### config.mk
export PLATFORM = sky130hd
export DESIGN_NAME = pcsbc_top
export DESIGN_NICKNAME = d
export VERILOG_FILES = /design/src/rtl/pcsbc_pkg.sv /design/src/rtl/pcsbc_top.sv
export VERILOG_INCLUDE_DIRS = /design/src /design/src/rtl
export SDC_FILE = /design/constraint.sdc
export NUM_CORES = 1
export LEC_CHECK = 0
export BUFFER_PORTS_ARGS = -buffer_cell sky130_fd_sc_hd__buf_2
export CAP_MARGIN = 20
export CORE_ASPECT_RATIO = 0.5
export CORE_UTILIZATION = 46
export CTS_CLUSTER_DIAMETER = 150
export DETAILED_ROUTE_END_ITERATION = 8
export PLACE_DENSITY = 0.79
export SLEW_MARGIN = 5
export SYNTH_ARGS = -nofsm -noshare
export SYNTH_HDL_FRONTEND = slang
export SYNTH_SLANG_ARGS = --single-unit
### constraint.sdc
create_clock -name i_clk_sys -period 1.25 [get_ports i_clk_sys]
set_input_delay 0.125 -clock i_clk_sys [delete_from_list [all_inputs] [get_ports i_clk_sys]]
set_output_delay 0.125 -clock i_clk_sys [all_outputs]
set_load 0.02 [all_outputs]
### src/rtl/pcsbc_cfg.svh
// pcsbc_cfg.svh: offsets, field positions, reset values and fixed words
// assumes inclusion by the package and the block; definitions only
`ifndef PCSBC_CFG_SVH
`define PCSBC_CFG_SVH
// register word indexes; byte address is four times the index
`define PCSBC_IDX_CTRL 4'h0
`define PCSBC_IDX_ADV 4'h1
`define PCSBC_IDX_MODE 4'h2
`define PCSBC_IDX_LINK_IN 4'h3
`define PCSBC_IDX_STATUS 4'h4
`define PCSBC_IDX_EFFECT 4'h5
`define PCSBC_IDX_ADV_USED 4'h6
// control word bit positions
`define PCSBC_CTL_UNIDIR 0
`define PCSBC_CTL_LOOP 1
`define PCSBC_CTL_PDOWN 2
`define PCSBC_CTL_ISOLATE 3
`define PCSBC_CTL_AN_EN 4
// mode word bit positions
`define PCSBC_MODE_SGMII 0
`define PCSBC_MODE_PHY_SIDE 1
`define PCSBC_MODE_TBI 2
`define PCSBC_MODE_AN_BUILT 3
// link input word bit positions
`define PCSBC_LIN_SYNC_OK 0
`define PCSBC_LIN_AN_DONE 1
`define PCSBC_LIN_XCVR_DONE 2
`define PCSBC_LIN_XCVR_USED 3
// advertisement field positions
`define PCSBC_ADV_SGMII_ONE 0
`define PCSBC_ADV_FDX 5
`define PCSBC_ADV_PAUSE_HI 8
`define PCSBC_ADV_PAUSE_LO 7
`define PCSBC_ADV_SPEED_HI 11
`define PCSBC_ADV_SPEED_LO 10
`define PCSBC_ADV_RFLT_HI 13
`define PCSBC_ADV_RFLT_LO 12
`define PCSBC_ADV_SDPX 12
`define PCSBC_ADV_ACK 14
`define PCSBC_ADV_LINK 15
// fixed word used by the mac side, and masks of meaningful bits
`define PCSBC_ADV_MAC_FIXED 16'h4001
`define PCSBC_ADV_MASK_BASEX 16'h31A0
`define PCSBC_ADV_MASK_SGMII 16'hDC01
// reset values
`define PCSBC_CTRL_RST 5'h00
`define PCSBC_ADV_RST 16'h0000
`define PCSBC_MODE_RST 4'h0
`define PCSBC_LIN_RST 4'h0
`endif

### src/rtl/pcsbc_pkg.sv
// pcsbc_pkg: types of the side-band configuration and status block
// assumes pcsbc_cfg.svh on the include path
`include "pcsbc_cfg.svh"
package pcsbc_pkg;
  // register bus request from software
  typedef struct packed {
    logic [3:0] addr;
    logic [31:0] wdata;
    logic wr;
    logic rd;
  } pcsbc_bus_t;
  // effect outputs toward the datapath
  typedef struct packed {
    logic tx_force_en;
    logic loopback;
    logic xcvr_pdown;
    logic gmii_isolate;
    logic an_enable;
  } pcsbc_ctl_t;
  // status bundle, bits 1:0
  typedef struct packed {
    logic sync_ok;
    logic link_up;
  } pcsbc_stat_t;
endpackage : pcsbc_pkg

### src/rtl/pcsbc_top.sv
// pcsbc_top: side-band configuration, advertisement and status bundles
// assumes one core clock, software on a plain strobe port, and that
// the datapath raw states arrive from other clock domains via pins
// limitation: power-down stays latched until reset, whatever the bit does later
// limitation: reserved advertisement bits read as zero in the word in use
//
// Contract
// - Unidirectional bit 1 forces transmitter enable; 0 means normal operation.
// - Power-down bit with transceiver sleeps it; only reset clears.
// - Ten-bit interface variant ignores the power-down bit entirely.
// - Isolate bit 1 isolates client GMII; 0 resumes normal operation.
// - Auto-negotiation bit enables negotiation only when built in.
// - Base-X: advertisement bit 5 advertises full duplex; reserved in SGMII.
// - Base-X: bits 8:7 encode pause ability; reserved in SGMII.
// - SGMII: bits 11:10 encode speed; reserved in base-X.
// - Base-X: bits 13:12 encode remote fault.
// - SGMII: bit 12 is duplex, bit 13 reserved.
// - SGMII: bit 14 is acknowledge; reserved in base-X.
// - SGMII: bit 15 is PHY link state; reserved otherwise.
// - SGMII MAC side uses a fixed word, ignoring the bundle.
// - Base-X and SGMII PHY side load the word from the bundle.
// - Link up needs sync, finished negotiation, finished transceiver reset.
// - Link low whenever sync fails or enabled negotiation unfinished.
// - Negotiation on: link equals link status; off: equals sync. The code with negotiation off gives sync and finished transceiver reset.
// - Sync bit follows sync state only, independent of negotiation.
`include "pcsbc_cfg.svh"
module pcsbc_top (
  input wire logic i_clk_sys,
  input wire logic i_arst_n,
  input wire pcsbc_pkg::pcsbc_bus_t i_bus,
  input wire logic i_sync_ok_raw,
  input wire logic i_an_done_raw,
  input wire logic i_xcvr_done_raw,
  output logic [31:0] o_rdata,
  output pcsbc_pkg::pcsbc_ctl_t o_ctl,
  output pcsbc_pkg::pcsbc_stat_t o_stat,
  output logic [15:0] o_advert_word,
  output logic o_sgmii_mode
);
  import pcsbc_pkg::*;

  // software register map, word index on the strobe port:
  //   0 control bundle: unidirectional, loopback, power-down, isolate, negotiation
  //   1 advertisement bundle as the client programs it
  //   2 mode straps: sgmii, phy side, ten-bit variant, negotiation built
  //   3 link inputs: sync, negotiation done, transceiver done, transceiver used
  //   4 status bundle, read only
  //   5 effect bundle, read only
  //   6 advertisement word in use, read only
  //   other indexes read zero and ignore writes

  // software-held bundles and mode straps
  logic [4:0] ctrl;
  logic [15:0] advert_bundle;
  logic [3:0] mode;
  logic [3:0] link_in;
  logic pdown_latch;
  // synchronisers for the raw datapath states
  logic [2:0] raw_meta;
  logic [2:0] raw_sync;
  // decoded modes and derived terms
  logic sgmii;
  logic mac_side;
  logic an_active;
  logic sync_ok;
  logic an_done;
  logic xcvr_done;
  logic [15:0] next_advert;
  logic next_link_up;
  logic [31:0] next_rdata;
  logic pdown_req;
  logic xcvr_used;
  logic tbi_variant;
  logic an_gate;
  logic [15:0] adv_basex;
  logic [15:0] adv_sgmii;
  // write strobes per register
  logic wr_ctrl;
  logic wr_adv;
  logic wr_mode;
  logic wr_link;

  // per-concern effect and status flops, gathered into the output bundles
  logic tx_force;
  logic loop_en;
  logic pdown_out;
  logic isolate;
  logic an_on;
  logic stat_sync;
  logic stat_link;
  // raw pin states gathered for the synchroniser loop
  logic [2:0] raw_pins;

  // write decode used for every writable register
  function automatic logic wr_hit(input pcsbc_bus_t b, input logic [3:0] idx);
    wr_hit = b.wr && (b.addr == idx);
  endfunction : wr_hit

  // keep only bits that carry meaning in the active standard
  function automatic logic [15:0] adv_filter(input logic [15:0] w, input logic sg);
    adv_filter = sg ? (w & `PCSBC_ADV_MASK_SGMII) : (w & `PCSBC_ADV_MASK_BASEX);
  endfunction : adv_filter

  // write strobes per register
  assign wr_ctrl = wr_hit(i_bus, `PCSBC_IDX_CTRL);
  assign wr_adv = wr_hit(i_bus, `PCSBC_IDX_ADV);
  assign wr_mode = wr_hit(i_bus, `PCSBC_IDX_MODE);
  assign wr_link = wr_hit(i_bus, `PCSBC_IDX_LINK_IN);

  // control bundle register
  // written whole; bits above 4 are dropped
  always_ff @(posedge i_clk_sys or negedge i_arst_n) begin
    if (!i_arst_n) begin
      ctrl <= `PCSBC_CTRL_RST;
    end else if (wr_ctrl) begin
      ctrl <= i_bus.wdata[4:0];
    end
  end

  // advertisement bundle register
  // kept raw; masking happens only on the word in use
  always_ff @(posedge i_clk_sys or negedge i_arst_n) begin
    if (!i_arst_n) begin
      advert_bundle <= `PCSBC_ADV_RST;
    end else if (wr_adv) begin
      advert_bundle <= i_bus.wdata[15:0];
    end
  end

  // mode straps: standard, side, interface variant, negotiation built
  // may change at any time; the word in use follows one edge later
  always_ff @(posedge i_clk_sys or negedge i_arst_n) begin
    if (!i_arst_n) begin
      mode <= `PCSBC_MODE_RST;
    end else if (wr_mode) begin
      mode <= i_bus.wdata[3:0];
    end
  end

  // software view of link inputs, ored with synchronised pins
  // a set bit cannot be cleared by its pin, only by software
  always_ff @(posedge i_clk_sys or negedge i_arst_n) begin
    if (!i_arst_n) begin
      link_in <= `PCSBC_LIN_RST;
    end else if (wr_link) begin
      link_in <= i_bus.wdata[3:0];
    end
  end

  // raw pins in bit order of the link input word
  assign raw_pins = {i_xcvr_done_raw, i_an_done_raw, i_sync_ok_raw};

  // two-flop synchroniser per raw pin; only the second stage is read
  // first stage may go metastable, so nothing else looks at it
  for (genvar g = 0; g < 3; g++) begin : g_pin_sync
    always_ff @(posedge i_clk_sys or negedge i_arst_n) begin
      if (!i_arst_n) begin
        raw_meta[g] <= 1'b0;
        raw_sync[g] <= 1'b0;
      end else begin
        raw_meta[g] <= raw_pins[g];
        raw_sync[g] <= raw_meta[g];
      end
    end
  end

  // decoded standard and side
  assign sgmii = mode[`PCSBC_MODE_SGMII];
  assign mac_side = sgmii && !mode[`PCSBC_MODE_PHY_SIDE];
  assign tbi_variant = mode[`PCSBC_MODE_TBI];

  // negotiation counts only where it was built in
  assign an_active = ctrl[`PCSBC_CTL_AN_EN] && mode[`PCSBC_MODE_AN_BUILT];

  // link terms: synchronised pins ored with the software view
  assign sync_ok = raw_sync[0] | link_in[`PCSBC_LIN_SYNC_OK];
  assign an_done = raw_sync[1] | link_in[`PCSBC_LIN_AN_DONE];
  assign xcvr_used = link_in[`PCSBC_LIN_XCVR_USED];
  // transceiver reset counts as done where no transceiver is used
  assign xcvr_done = raw_sync[2] | link_in[`PCSBC_LIN_XCVR_DONE] | !xcvr_used;

  // power-down request: bit set, transceiver in use, not the ten-bit variant
  assign pdown_req = ctrl[`PCSBC_CTL_PDOWN] && xcvr_used && !tbi_variant;

  // power-down latch: set by the bit, cleared only by reset
  // a sleeping transceiver must not wake on a bit clear
  always_ff @(posedge i_clk_sys or negedge i_arst_n) begin
    if (!i_arst_n) begin
      pdown_latch <= 1'b0;
    end else if (pdown_req) begin
      pdown_latch <= 1'b1;
    end
  end

  // effect outputs toward the datapath, one flop per concern

  // transmitter forced on regardless of receive state
  always_ff @(posedge i_clk_sys or negedge i_arst_n) begin
    if (!i_arst_n) begin
      tx_force <= 1'b0;
    end else begin
      tx_force <= ctrl[`PCSBC_CTL_UNIDIR];
    end
  end

  // loopback request passed through
  always_ff @(posedge i_clk_sys or negedge i_arst_n) begin
    if (!i_arst_n) begin
      loop_en <= 1'b0;
    end else begin
      loop_en <= ctrl[`PCSBC_CTL_LOOP];
    end
  end

  // transceiver sleep from the sticky latch
  always_ff @(posedge i_clk_sys or negedge i_arst_n) begin
    if (!i_arst_n) begin
      pdown_out <= 1'b0;
    end else begin
      pdown_out <= pdown_latch;
    end
  end

  // client interface isolation
  always_ff @(posedge i_clk_sys or negedge i_arst_n) begin
    if (!i_arst_n) begin
      isolate <= 1'b0;
    end else begin
      isolate <= ctrl[`PCSBC_CTL_ISOLATE];
    end
  end

  // negotiation enable, only where built in
  always_ff @(posedge i_clk_sys or negedge i_arst_n) begin
    if (!i_arst_n) begin
      an_on <= 1'b0;
    end else begin
      an_on <= an_active;
    end
  end

  // effect bundle gathered straight from the flops above
  assign o_ctl.tx_force_en = tx_force;
  assign o_ctl.loopback = loop_en;
  assign o_ctl.xcvr_pdown = pdown_out;
  assign o_ctl.gmii_isolate = isolate;
  assign o_ctl.an_enable = an_on;

  // base-x candidate keeps 5, 8:7 and 13:12
  assign adv_basex = adv_filter(advert_bundle, 1'b0);

  // sgmii phy side candidate keeps 0, 11:10, 12, 14 and 15
  assign adv_sgmii = adv_filter(advert_bundle, 1'b1);

  // advertisement word selection by standard and side
  always_comb begin
    if (mac_side) begin
      next_advert = `PCSBC_ADV_MAC_FIXED;
    end else if (sgmii) begin
      next_advert = adv_sgmii;
    end else begin
      next_advert = adv_basex;
    end
  end

  // advertisement word in use
  always_ff @(posedge i_clk_sys or negedge i_arst_n) begin
    if (!i_arst_n) begin
      o_advert_word <= `PCSBC_ADV_RST;
    end else begin
      o_advert_word <= next_advert;
    end
  end

  // standard flag, aligned with the word in use
  always_ff @(posedge i_clk_sys or negedge i_arst_n) begin
    if (!i_arst_n) begin
      o_sgmii_mode <= 1'b0;
    end else begin
      o_sgmii_mode <= sgmii;
    end
  end

  // negotiation gate: open when negotiation is off or has finished
  always_comb begin
    an_gate = !an_active || an_done;
  end

  // link status: sync, negotiation gate, transceiver reset
  always_comb begin
    next_link_up = sync_ok && xcvr_done && an_gate;
  end

  // sync status, independent of negotiation
  always_ff @(posedge i_clk_sys or negedge i_arst_n) begin
    if (!i_arst_n) begin
      stat_sync <= 1'b0;
    end else begin
      stat_sync <= sync_ok;
    end
  end

  // link status
  always_ff @(posedge i_clk_sys or negedge i_arst_n) begin
    if (!i_arst_n) begin
      stat_link <= 1'b0;
    end else begin
      stat_link <= next_link_up;
    end
  end

  // status bundle gathered straight from the flops above
  assign o_stat.sync_ok = stat_sync;
  assign o_stat.link_up = stat_link;

  // read mux, unmapped addresses read zero
  // read-only words show the output flops, not their next values
  always_comb begin
    next_rdata = 32'h0000_0000;
    unique case (i_bus.addr)
      `PCSBC_IDX_CTRL: next_rdata = {27'h0, ctrl};
      `PCSBC_IDX_ADV: next_rdata = {16'h0, advert_bundle};
      `PCSBC_IDX_MODE: next_rdata = {28'h0, mode};
      `PCSBC_IDX_LINK_IN: next_rdata = {28'h0, link_in};
      `PCSBC_IDX_STATUS: next_rdata = {30'h0, o_stat};
      `PCSBC_IDX_EFFECT: next_rdata = {27'h0, o_ctl};
      `PCSBC_IDX_ADV_USED: next_rdata = {16'h0, o_advert_word};
      default: next_rdata = 32'h0000_0000;
    endcase
  end

  // read data stands one cycle after the strobe only
  // zero otherwise, so a stale word is never mistaken for an answer
  always_ff @(posedge i_clk_sys or negedge i_arst_n) begin
    if (!i_arst_n) begin
      o_rdata <= 32'h0000_0000;
    end else if (i_bus.rd) begin
      o_rdata <= next_rdata;
    end else begin
      o_rdata <= 32'h0000_0000;
    end
  end
endmodule : pcsbc_top

# --- After elaboration in Yosys (flattened, before gate mapping) ---
# Index checks and enable logic that the tools add are counted.
op_classes:
  eq_ne: 6
  n_mux: 4
  n_bitwise: 4
  n_reduce_logical: 16
ops:
  columns: ["cell", "count"]
  rows:
  - ["16-bit one-hot mux with 7 select lines", 1]
  - ["16-bit 2-to-1 mux", 2]
  - ["32-bit 2-to-1 mux", 1]
  - ["4-bit by 3-bit equality test with 1-bit output, second input constant", 3]
  - ["1-bit logical AND", 10]
  - ["4-bit by 2-bit equality test with 1-bit output, second input constant", 2]
  - ["4-bit by 1-bit equality test with 1-bit output, second input constant", 1]
  - ["1-bit logical NOT", 4]
  - ["4-bit logical NOT", 1]
  - ["1-bit bitwise OR", 4]
  - ["1-bit logical OR", 1]
totals:
  regBits: 92
  output_inout_bits: 56
  wordCells: 51

# --- Depth between registers and ports, before layout ---
# Gate-level depths: netlist of the first run.
logic_depth:
  word_depth: 4
  ltp_mapped: 6

# --- Worst setup path after synthesis of the first run ---
# Ideal clock, no wire load.
synth_path:
  kind: "in2reg"
  startpoint: "input port i_bus[37] in the netlist's numbering"
  endpoint: "register link_in[0]"
  t_arrival_ps: 1125
  required_time_ps: 1125
  path_slack_ps: 0
  cell_stages: 5
  n_path_buf: 2
  cell_sequence: "buf_6 nor3b_4 and3_1 buf_2 mux2_2"
synth_between:
  elab_chain_cells: 2
synth_rtl:
  columns: ["element", "line_no", "source"]
  rows:
  - ["from (decl)", "pcsbc_top.sv:30", "input wire pcsbc_pkg::pcsbc_bus_t i_bus,"]
  - ["4-bit by 2-bit equality test with 1-bit output", "pcsbc_top.sv:96", "wr_hit = b.wr && (b.addr == idx);"]
  - ["1-bit logical AND", "pcsbc_top.sv:96", null]
  - ["to (signal assigned)", "pcsbc_top.sv:144", "link_in <= `PCSBC_LIN_RST;"]
  - ["to (signal assigned)", "pcsbc_top.sv:146", "link_in <= i_bus.wdata[3:0];"]
  - ["to (decl)", "pcsbc_top.sv:56", "logic [3:0] link_in;"]
# No other way between the ends.
# A chain may end at the register's enable or synchronous reset.

# --- Worst setup path after layout of the first run ---
layout_path:
  startpoint: "register ctrl[1]"
  endpoint: "register o_rdata[1]"
layout_between:
  elab_chain_cells: 2
layout_rtl:
  columns: ["element", "line_no", "source"]
  rows:
  - ["from (decl)", "pcsbc_top.sv:53", "logic [4:0] ctrl;"]
  - ["from (signal assigned)", "pcsbc_top.sv:114", "ctrl <= `PCSBC_CTRL_RST;"]
  - ["from (signal assigned)", "pcsbc_top.sv:116", "ctrl <= i_bus.wdata[4:0];"]
  - ["16-bit one-hot mux with 7 select lines", "pcsbc_top.sv:320", "unique case (i_bus.addr)"]
  - ["32-bit 2-to-1 mux", "pcsbc_top.sv:337", "end else if (i_bus.rd) begin"]
  - ["to (signal assigned)", "pcsbc_top.sv:338", "o_rdata <= next_rdata;"]
  - ["to (decl)", "pcsbc_top.sv:34", "output logic [31:0] o_rdata,"]
# No other way between the ends.

==> flow_summary.toml, run 1 <==
[outcome]
status = "finished, final reports clean"

[worst_setup_path]
rr_worst_depth = 3
slowest_delay_ns = 0.46
slowest_stage = "mux4_2"
crit_required_ns = 1.46
start_kind = "register"
reg2reg_from = "ctrl[1]"
crit_chain = "mux4_2 > mux2i_1 > nor2_1"
critPathKind = "reg -> reg"
crit_start = "ctrl[1]"
r2r_end = "o_rdata[1]"
critPathCapture = "o_rdata[1]"
critPathMaxFanout = 3
cp-end-kind = "register"
ff2ff_setup_slack_ns = 0.06
cp.arrival_ns = 1.41

[worst_hold_path]
hp-class = "in -> reg"

[grt]
grt_use_met2_pct = 29.76
globalRouteOverflowTotal = 0
grt.total_usage_pct = 18.23
grt_antenna_before_repair = 0
grt_util_met1_pct = 22.84
gr-max-usage-layer = "met2"
grt_pass1_vias = 1827
grt_pass1_wl_um = 8997
grt_max_degree = 23
use_met3_pct = 5.458

[layout]
layout-drive-gt1-share_pct = 43.14
diodes = 0
layout.nets = 345
area_growth_pct = 23.24
stdcell_count = 394

[sta]
holdWs_ns = 0.03089
finClkSkew_ns = 0.004961
fin_crit_sh_pct = 95.50
setup_viol = 0
fmax_mhz = 837.7
min_period_ns = 1.194
drv_slew = 0
hold_violations = 0

[power]
p_sw_mw = 1.732
p_leak_nw = 1.886
p_clk_share_pct = 36.4
irDropWorstVdd_mv = 0.7137
swShare_pct = 27.49
intPower_mw = 4.568
p_per_area_nw_per_um2 = 1717
combPwrFrac_pct = 17.8
pwr-share-seq_pct = 45.8
p_total_mw = 6.300

[clocking]
cts_buffers = 9
clkLatencyLatePin_ns = 0.32
clk_pin_slew_ns = 0.06
max-clock-path-buffers = 2
cts_tree = "built"
root_buffer = "clkbuf_16"
cts.sinks = 70
post_cts_resized = 0
htreeDepth = 3

[run]
cap_violations = 0

[placed_design]
portBuffers = 60
dp_hpwl_um = 4024
gp_congestion = 0.8491
dp.cells = 373

[logic_synthesis]
ys_ff_latch = 70
yosysUniqueCellTypes = 38
async_reset_ff_share_pct = 100.0
synth_top_cell_by_area = "dfrtp_1"
yosys.area.top_type_share_pct = 58.82
yosysSeqAreaShare_pct = 58.82
synth_common_cells = "dfrtp_1, buf_4, mux2_2"
synthTopCellsByArea = "dfrtp_1, buf_4, mux2_2, mux2_4, a22oi_1"
synth_area_per_cell_um2 = 13.23
syn-cell-area_um2 = 2978
synth_edf_count = 0
ys_warn_count = 0
postSynthCellCount = 225
synth_ff_type = "dfrtp_1"
yosysMostFrequentCell = "dfrtp_1"

[die]
coreArea_um2 = 6156
ios = 99
rows = 20
start_util_pct = 48.37
die-area_um2 = 6819
die_h_um = 58.90
fp.dieW_um = 115.8

[route]
drt_iter0_markers = 84
num_vias = 1891
wire_per_inst_um = 14.43
ant_nets = 0
via_per_inst = 4.799
route.detailed.drc = 0
detail_route.wirelength_um = 5684
firstDrtPassIters = 4
-- flip-flops by register name, indices dropped and copies added, names as in the netlist --
register,count
advert_bundle,16
an_on,1
ctrl,5
isolate,1
link_in,4
loop_en,1
mode,4
o_advert_word,10
o_rdata,16
o_sgmii_mode,1
pdown_latch,1
pdown_out,1
raw_meta,3
raw_sync,3
stat_link,1
stat_sync,1
tx_force,1
-- cells by family after synthesis --
| kind of cell | count (synthesis) | share of synthesized area [%] |
|---|---|---|
| muxes | 36 | 15.46 |
| DFF | 70 | 58.82 |
| buffers and inverters | 44 | 10.50 |
| other | 1 | 0.1259 |
| and+or+nand+nor | 50 | 9.412 |
| AOI/OAI and AO/OA | 24 | 5.673 |
-- worst max-delay path, delay by kind of cell, from the launching register on --
| kind | cells | cell delay, ns |
|---|---|---|
| flip-flops | 1 | 0.40 |
| multiplexers | 2 | 0.62 |
| AND/OR/NAND/NOR | 1 | 0.06 |
-- layout make-up --
cell class / instances / area (um^2)
Clock buffer: 10 / 239.0
Clock inverter: 5 / 35.03
Fill cell: 493 / 2486
Inverter: 3 / 11.26
Multi-Input combinational cell: 132 / 992.2
Sequential cell: 70 / 1752
Tap cell: 88 / 110.1
Timing Repair Buffer: 86 / 530.5
-- worst min-delay path by stage --
stage          startpoint                end  slack, ns  cells past startpoint
6_report        i_bus[14]  advert_bundle[12]       0.03                      2
2_1_floorplan    i_arst_n   advert_bundle[0]      -0.17                      0
3_3_place_gp     i_arst_n  o_advert_word[13]       0.07                      1
3_5_place_dp     i_arst_n        o_rdata[13]       0.08                      1
5_1_grt         i_bus[12]  advert_bundle[10]       0.02                      2
4_1_cts         i_bus[12]  advert_bundle[10]       0.02                      2
-- routing by layer --
| layer | vias to the layer above | routed length, um |
|---|---|---|
| li1 | 879 | - |
| met1 | 936 | 2525 |
| met2 | 67 | 2766 |
| met3 | 9 | 304 |
| met4 | 0 | 89 |
| met5 | - | 0 |
-- power by group through the flow --
stage	registers, mW	clock network (mW)	logic [mW]
after detailed placement	2.93	0	1.09
after global placement	2.90	0	1.06
after CTS	2.89	2.34	1.11
after global routing	2.92	2.43	1.22
final	2.89	2.29	1.12
after floorplan	2.96	0	0.750
-- metrics by stage --
step	setup TNS (ns)	instance area, um^2	setup WS, ns	utilization, %
CTS	0	3655	0.04810	59.37
global route	-0.0007194	3670	-0.0007194	59.61
floorplan	0	3057	0.0001545	-
global placement	-0.8672	3341	-0.06137	54.27
detailed placement	-1.742	3341	-0.08975	54.27
finish	0	3670	0.05631	59.61
-- layout by cell type (no fill, tap or decap), types with 2 or more instances in the layout --
master,instances
nor3_1,2
clkbuf_16,9
mux2_2,19
inv_1,3
nand3b_1,3
buf_2,60
mux2_4,10
clkinv_2,2
nor2b_1,5
a21oi_1,4
conb_1,22
nand2_1,6
buf_12,2
nand2b_1,2
buf_4,20
mux2i_1,4
nand3_1,2
mux4_2,2
nor3b_1,2
nor2_1,16
dlygate4sd3_1,4
and3_1,6
dfrtp_1,70
a22oi_1,10
o21a_1,2
-- what timing repair did --
action | 4_1_cts | 5_1_grt
endpoints found under the hold margin | 15 | 0
setup buffers | 0 | 2
endpoints found under the setup margin | 0 | 1
hold buffers | 4 | 0
Note: power is estimated with default switching activity, not from simulation.
==> run 2, diff against run 1 <==
Settings changed: BUFFER_PORTS_ARGS -buffer_cell sky130_fd_sc_hd__buf_2 to not set, CELL_PAD_IN_SITES_DETAIL_PLACEMENT set to 0, CELL_PAD_IN_SITES_GLOBAL_PLACEMENT set to 1, DONT_BUFFER_PORTS set to 1.
==> run 2 against run 1 <==
  * The flow now finishes with violations (negative hold slack)
  * Critical path depth did not move
  * Global-route usage rose by 0.83 points
  * Power rose by 5.3%
  * Non-clock buffer count fell by 51
  * First-iteration DRC count rose by 45%
  * Worst hold slack got worse by 0.54 ns
  * Combinational power fell by 26%
  * Critical endpoint unchanged
==> flow_summary.toml, run 2 (synthesized netlist as in run 1, its figures left out) <==
[clocking]
root_buffer = "clkbuf_16"
post_cts_buffers = 0
cts_tree = "built"
clk_pin_slew_ns = 0.05
clkLatencyLatePin_ns = 0.32
cts_hold_buf = 24
cts_buffers = 9
max-clock-path-buffers = 2
cts.sinks = 70
htreeDepth = 3

[sta]
setup_viol = 0
fmax_mhz = 843.7
hold_violations = 70
fin_setup_tns_ns = 0
rsz0062_at_grt = "no"
fin_crit_sh_pct = 94.82
min_period_ns = 1.185
finClkSkew_ns = 0.004916
drv_slew = 0
holdWs_ns = -0.5081

[worst_setup_path]
crit_family = "multiplexers"
cp-end-kind = "register"
start_kind = "register"
critPathKind = "reg -> reg"
cp.arrival_ns = 1.39
crit_required_ns = 1.45
worst-path-buf-inv = 0
slowest_stage = "mux4_2"
critPathMaxFanout = 2
slowest_delay_ns = 0.48
crit_chain = "mux4_2 > mux2i_1 > nor2_1"

[layout]
final_common_cell = "dfrtp_1"
layout-drive-gt1-share_pct = 24.22
layout_common_cells = "dfrtp_1, dlygate4sd3_1, conb_1"
final_core_util_pct = 57.32
diodes = 0
layout.nets = 294
top_regs = "advert_bundle (16), o_rdata (16), o_advert_word (10)"
fillers = 500
area_growth_pct = 18.49
design_area_um2 = 3528

[route]
drt_iter0_markers = 122
num_vias = 1763
firstDrtPassIters = 4
ant_nets = 0
wire_per_inst_um = 16.96
detail_route.wirelength_um = 5835
route.detailed.drc = 0
via_per_inst = 5.125

[grt]
grt_pass1_wl_um = 9225
globalRouteOverflowTotal = 0
grt_pass1_vias = 1802
grt.total_usage_pct = 19.06
grt_max_degree = 71
grt_antenna_before_repair = 0

[power]
irDropWorstVdd_mv = 0.7983
p_leak_nw = 1.666
pwr-share-seq_pct = 45.6
p_sw_mw = 1.615
swShare_pct = 24.34
combPwrFrac_pct = 12.6
p_total_mw = 6.636
intPower_mw = 5.021
p_clk_share_pct = 41.9
p_per_area_nw_per_um2 = 1881

[die]
die_h_um = 58.90
coreArea_um2 = 6156
ios = 99
die-area_um2 = 6819
rows = 20
start_util_pct = 48.37
fp.dieW_um = 115.8

[outcome]
status = "finished, violations left"
violations = "negative hold slack"

[placed_design]
gp_congestion = 0.7548
portBuffers = 0
dpl_cell_area_um2 = 2948
dp_hpwl_um = 3698

[run]
cap_violations = 0

[worst_hold_path]
hp-class = "in -> async"
run 2: power groups by stage:
stage               Sequential (mW)  Clock, mW  Combinational [mW]
floorplan                      2.96          0               0.750
global placement               3.03          0               0.729
detailed placement             3.06          0               0.757
CTS                            3.02       2.84               0.836
global route                   3.07       2.94               0.902
finish                         3.03       2.78               0.833
run 2: final timing paths:
kind,depth (start not counted),to,slack [ns],start
setup / recovery,3,o_rdata[1],0.06,isolate
hold / removal,0,o_rdata[11],-0.51,i_arst_n
setup reg to reg,3,o_rdata[1],0.06,isolate
hold reg to reg,0,raw_sync[0],0.35,raw_meta[0]
max in group asynchronous,0,advert_bundle[7],1.64,i_arst_n
min in group i_clk_sys,3,o_rdata[4],0.04,i_bus[37]
run 2: cell type report:
cell class              count  area, um^2  share of cell area [%]
inverters                   3       11.26                  0.3191
well taps                  88       110.1                   3.121
clock buffers              13       270.3                   7.660
flip-flops and latches     70        1752                   49.65
repair buffers             35       322.8                   9.149
clock inverters             3       65.06                   1.844
multi-input cells         132       997.2                   28.26
run 2: per-stage QoR:
step | worst slack (ns) | cells
6_report | 0.06480 | 344
5_1_grt | 0.04007 | 344
4_1_cts | 0.06272 | 344
3_5_place_dp | 0.02726 | 304
3_3_place_gp | 0.03867 | 304
2_1_floorplan | 0.0001545 | 246
run 2: timing repair:
item,in CTS,in global routing
endpoints found under the setup margin,0,1
gates resized for setup,0,1
hold endpoints to repair,108,70
run 2: routing by layer:
| layer | wire length, um | GRT usage (%) | vias up |
|---|---|---|---|
| met5 | 0 | 0 | - |
| met4 | 91 | 7.509 | 0 |
| met3 | 370 | 7.621 | 8 |
| met2 | 2923 | 32.06 | 87 |
| met1 | 2450 | 22.20 | 896 |
| li1 | - | - | 772 |
run 2: worst reg2reg max path: cells and delay by family, from the launching register on:
family        cells  cell delay [ns]
flops             1             0.39
mux               2             0.62
simple gates      1             0.05
==> run 3, diff against run 2 <==
--- a/config.mk
+++ b/config.mk
@@ -11,9 +11,9 @@
 export CELL_PAD_IN_SITES_GLOBAL_PLACEMENT = 1
 export CORE_ASPECT_RATIO = 0.5
-export CORE_UTILIZATION = 46
+export CORE_UTILIZATION = 49
 export CTS_CLUSTER_DIAMETER = 150
 export DETAILED_ROUTE_END_ITERATION = 8
 export DONT_BUFFER_PORTS = 1
-export PLACE_DENSITY = 0.79
+export PLACE_DENSITY = 0.83
 export SLEW_MARGIN = 5
 export SYNTH_ARGS = -nofsm -noshare
==> constraint.sdc (replaced) <==
create_clock -name i_clk_sys -period 1.25 [get_ports i_clk_sys]
set_input_delay 0.0625 -clock i_clk_sys [delete_from_list [all_inputs] [get_ports i_clk_sys]]
set_output_delay 0.0625 -clock i_clk_sys [all_outputs]
set_load 0.02 [all_outputs]
==> run 3 against run 2 <==
  * The flow finishes with violations (design-rule violations, negative hold slack)
  * Combinational power decreased by 5.2%
  * Utilization increased by 5.0 points
  * Clock-buffer cell count decreased by 3
  * Sequential cell count unchanged
  * Global-route usage increased by 1.1 points
  * Worst hold slack got worse by 0.065 ns
  * Setup slack improved by 0.011 ns
  * Sequential share of layout area about the same
  * Fmax increased by 0.95%
  * Die area decreased by 6.0%
  * Clock power increased by 12%
  * Largest cell class unchanged
==> flow_summary.toml, run 3 (synthesized netlist as in run 1, its figures left out) <==
[power]
p_leak_nw = 1.669
p_per_area_nw_per_um2 = 1968
irDropWorstVdd_mv = 0.9625

[route]
via_per_inst = 5.318
firstDrtPassIters = 8
drt_iter0_markers = 140
num_vias = 1739
detail_route.wirelength_um = 5525
ant_nets = 0
route.detailed.drc = 6
wire_per_inst_um = 16.90

[die]
die_h_um = 57.13
ios = 99
rows = 19
start_util_pct = 52.63
die-area_um2 = 6412
coreArea_um2 = 5658
fp.dieW_um = 112.2

[sta]
hold_violations = 70
drv_slew = 0
holdWs_ns = -0.5735
setup_viol = 0
min_period_ns = 1.174
finClkSkew_ns = 0.002406
fin_setup_tns_ns = 0
fin_crit_sh_pct = 93.93
rsz0062_at_grt = "no"
fmax_mhz = 851.7

[worst_setup_path]
reg2reg_from = "link_in[3]"
rr_worst_depth = 4
slowest_stage = "dlygate4sd3_1"
ff2ff_setup_slack_ns = 0.10
start_kind = "input pin"
cp-end-kind = "register"
slowest_delay_ns = 0.63
cp.arrival_ns = 1.43
critPathMaxFanout = 11
r2r_end = "o_rdata[3]"
critPathKind = "in -> reg"
crit_chain = "dlygate4sd3_1 > nor4_1 > a221oi_1 > a21oi_1"
crit_required_ns = 1.51

[placed_design]
dp_hpwl_um = 3427
gp_congestion = 0.7353
portBuffers = 0

[layout]
layout.nets = 292
top_regs = "advert_bundle (16), o_rdata (16), o_advert_word (10)"
final_common_cell = "dfrtp_1"
area_growth_pct = 18.40
final-seq-area_um2 = 1752
final_core_util_pct = 62.32
fillers = 436
layout_common_cells = "dfrtp_1, dlygate4sd3_1, conb_1"
diodes = 0
multi_input_area_um2 = 992.2
layout-drive-gt1-share_pct = 23.62

[clocking]
post_cts_buffers = 0
clkLatencyLatePin_ns = 0.33
clk_pin_slew_ns = 0.05
cts_hold_buf = 24
cts_tree = "built"
root_buffer = "clkbuf_16"
htreeDepth = 3
cts_buffers = 9
max-clock-path-buffers = 2
cts.sinks = 70
post_cts_resized = 0

[worst_hold_path]
hp-class = "in -> async"

[outcome]
violations = "design-rule violations, negative hold slack"
status = "finished, violations left"

[grt]
grt_antenna_before_repair = 0
grt.total_usage_pct = 20.12
globalRouteOverflowTotal = 0
grt_pass1_wl_um = 9294
grt_pass1_vias = 1783
grt_max_degree = 71

[run]
cap_violations = 0
[run 3: changes by cell type in the layout (fill, tap and decap cells not counted), sizes merged]
cell      previous run  this run
buf                 11         9
clkinvlp             0         1
bufinv               2         4
clkbuf              13        10
[run 3: area by class of cell]
class	count	share of cell area [%]
flip-flops and latches	70	49.68
multi-input cells	132	28.14
repair buffers	33	8.730
clock buffers	10	6.778
clock inverters	6	3.762
well taps	73	2.590
inverters	3	0.3194
[run 3: metal layers]
metal,up-vias,global-route usage (%),wire length [um],share of wire (%)
li1,772,-,-,-
met1,876,23.68,2371,43
met2,82,31.41,2621,47
met3,9,11.05,451,8.2
met4,0,7.619,81,1.5
met5,-,0,0,0
[run 3: critical path, delay by kind of cell]
family	cells	cell delay (ns)
AO/OA/AOI/OAI	2	0.31
AND/OR/NAND/NOR	1	0.43
buffers and inverters	1	0.63
[run 3: metrics by stage]
| stage | area, um^2 | setup slack [ns] | power (mW) | hold WS, ns | instances |
|---|---|---|---|---|---|
| after detailed placement | 2914 | 0.08953 | 3.783 | -0.2317 | 287 |
| after global routing | 3526 | 0.01750 | 7.235 | -0.5962 | 327 |
| after CTS | 3526 | 0.1023 | 7.012 | -0.5928 | 327 |
| final | 3526 | 0.07593 | 6.939 | -0.5735 | 327 |
| after global placement | 2914 | 0.1041 | 3.741 | -0.2306 | 287 |
| after floorplan | 3057 | 0.06265 | 3.706 | -0.2331 | 246 |
[run 3: worst max-delay path by stage]
stage	from	to	slack (ns)	cells after the start
after floorplan	i_bus[37]	link_in[0]	0.06	5
after global placement	i_bus[37]	link_in[2]	0.10	3
after detailed placement	i_bus[37]	link_in[0]	0.09	3
after CTS	stat_sync	o_rdata[1]	0.10	3
after global routing	i_bus[35]	o_rdata[0]	0.02	4
final	i_bus[35]	o_rdata[0]	0.08	4
[run 3: power by group]
group          internal, mW  total (mW)  switching [mW]  leakage [nW]
Sequential             2.64        3.03           0.384         0.882
Combinational         0.457       0.790           0.333         0.608
Clock                  2.20        3.12           0.925         0.179
Total                  5.30        6.94            1.64          1.67
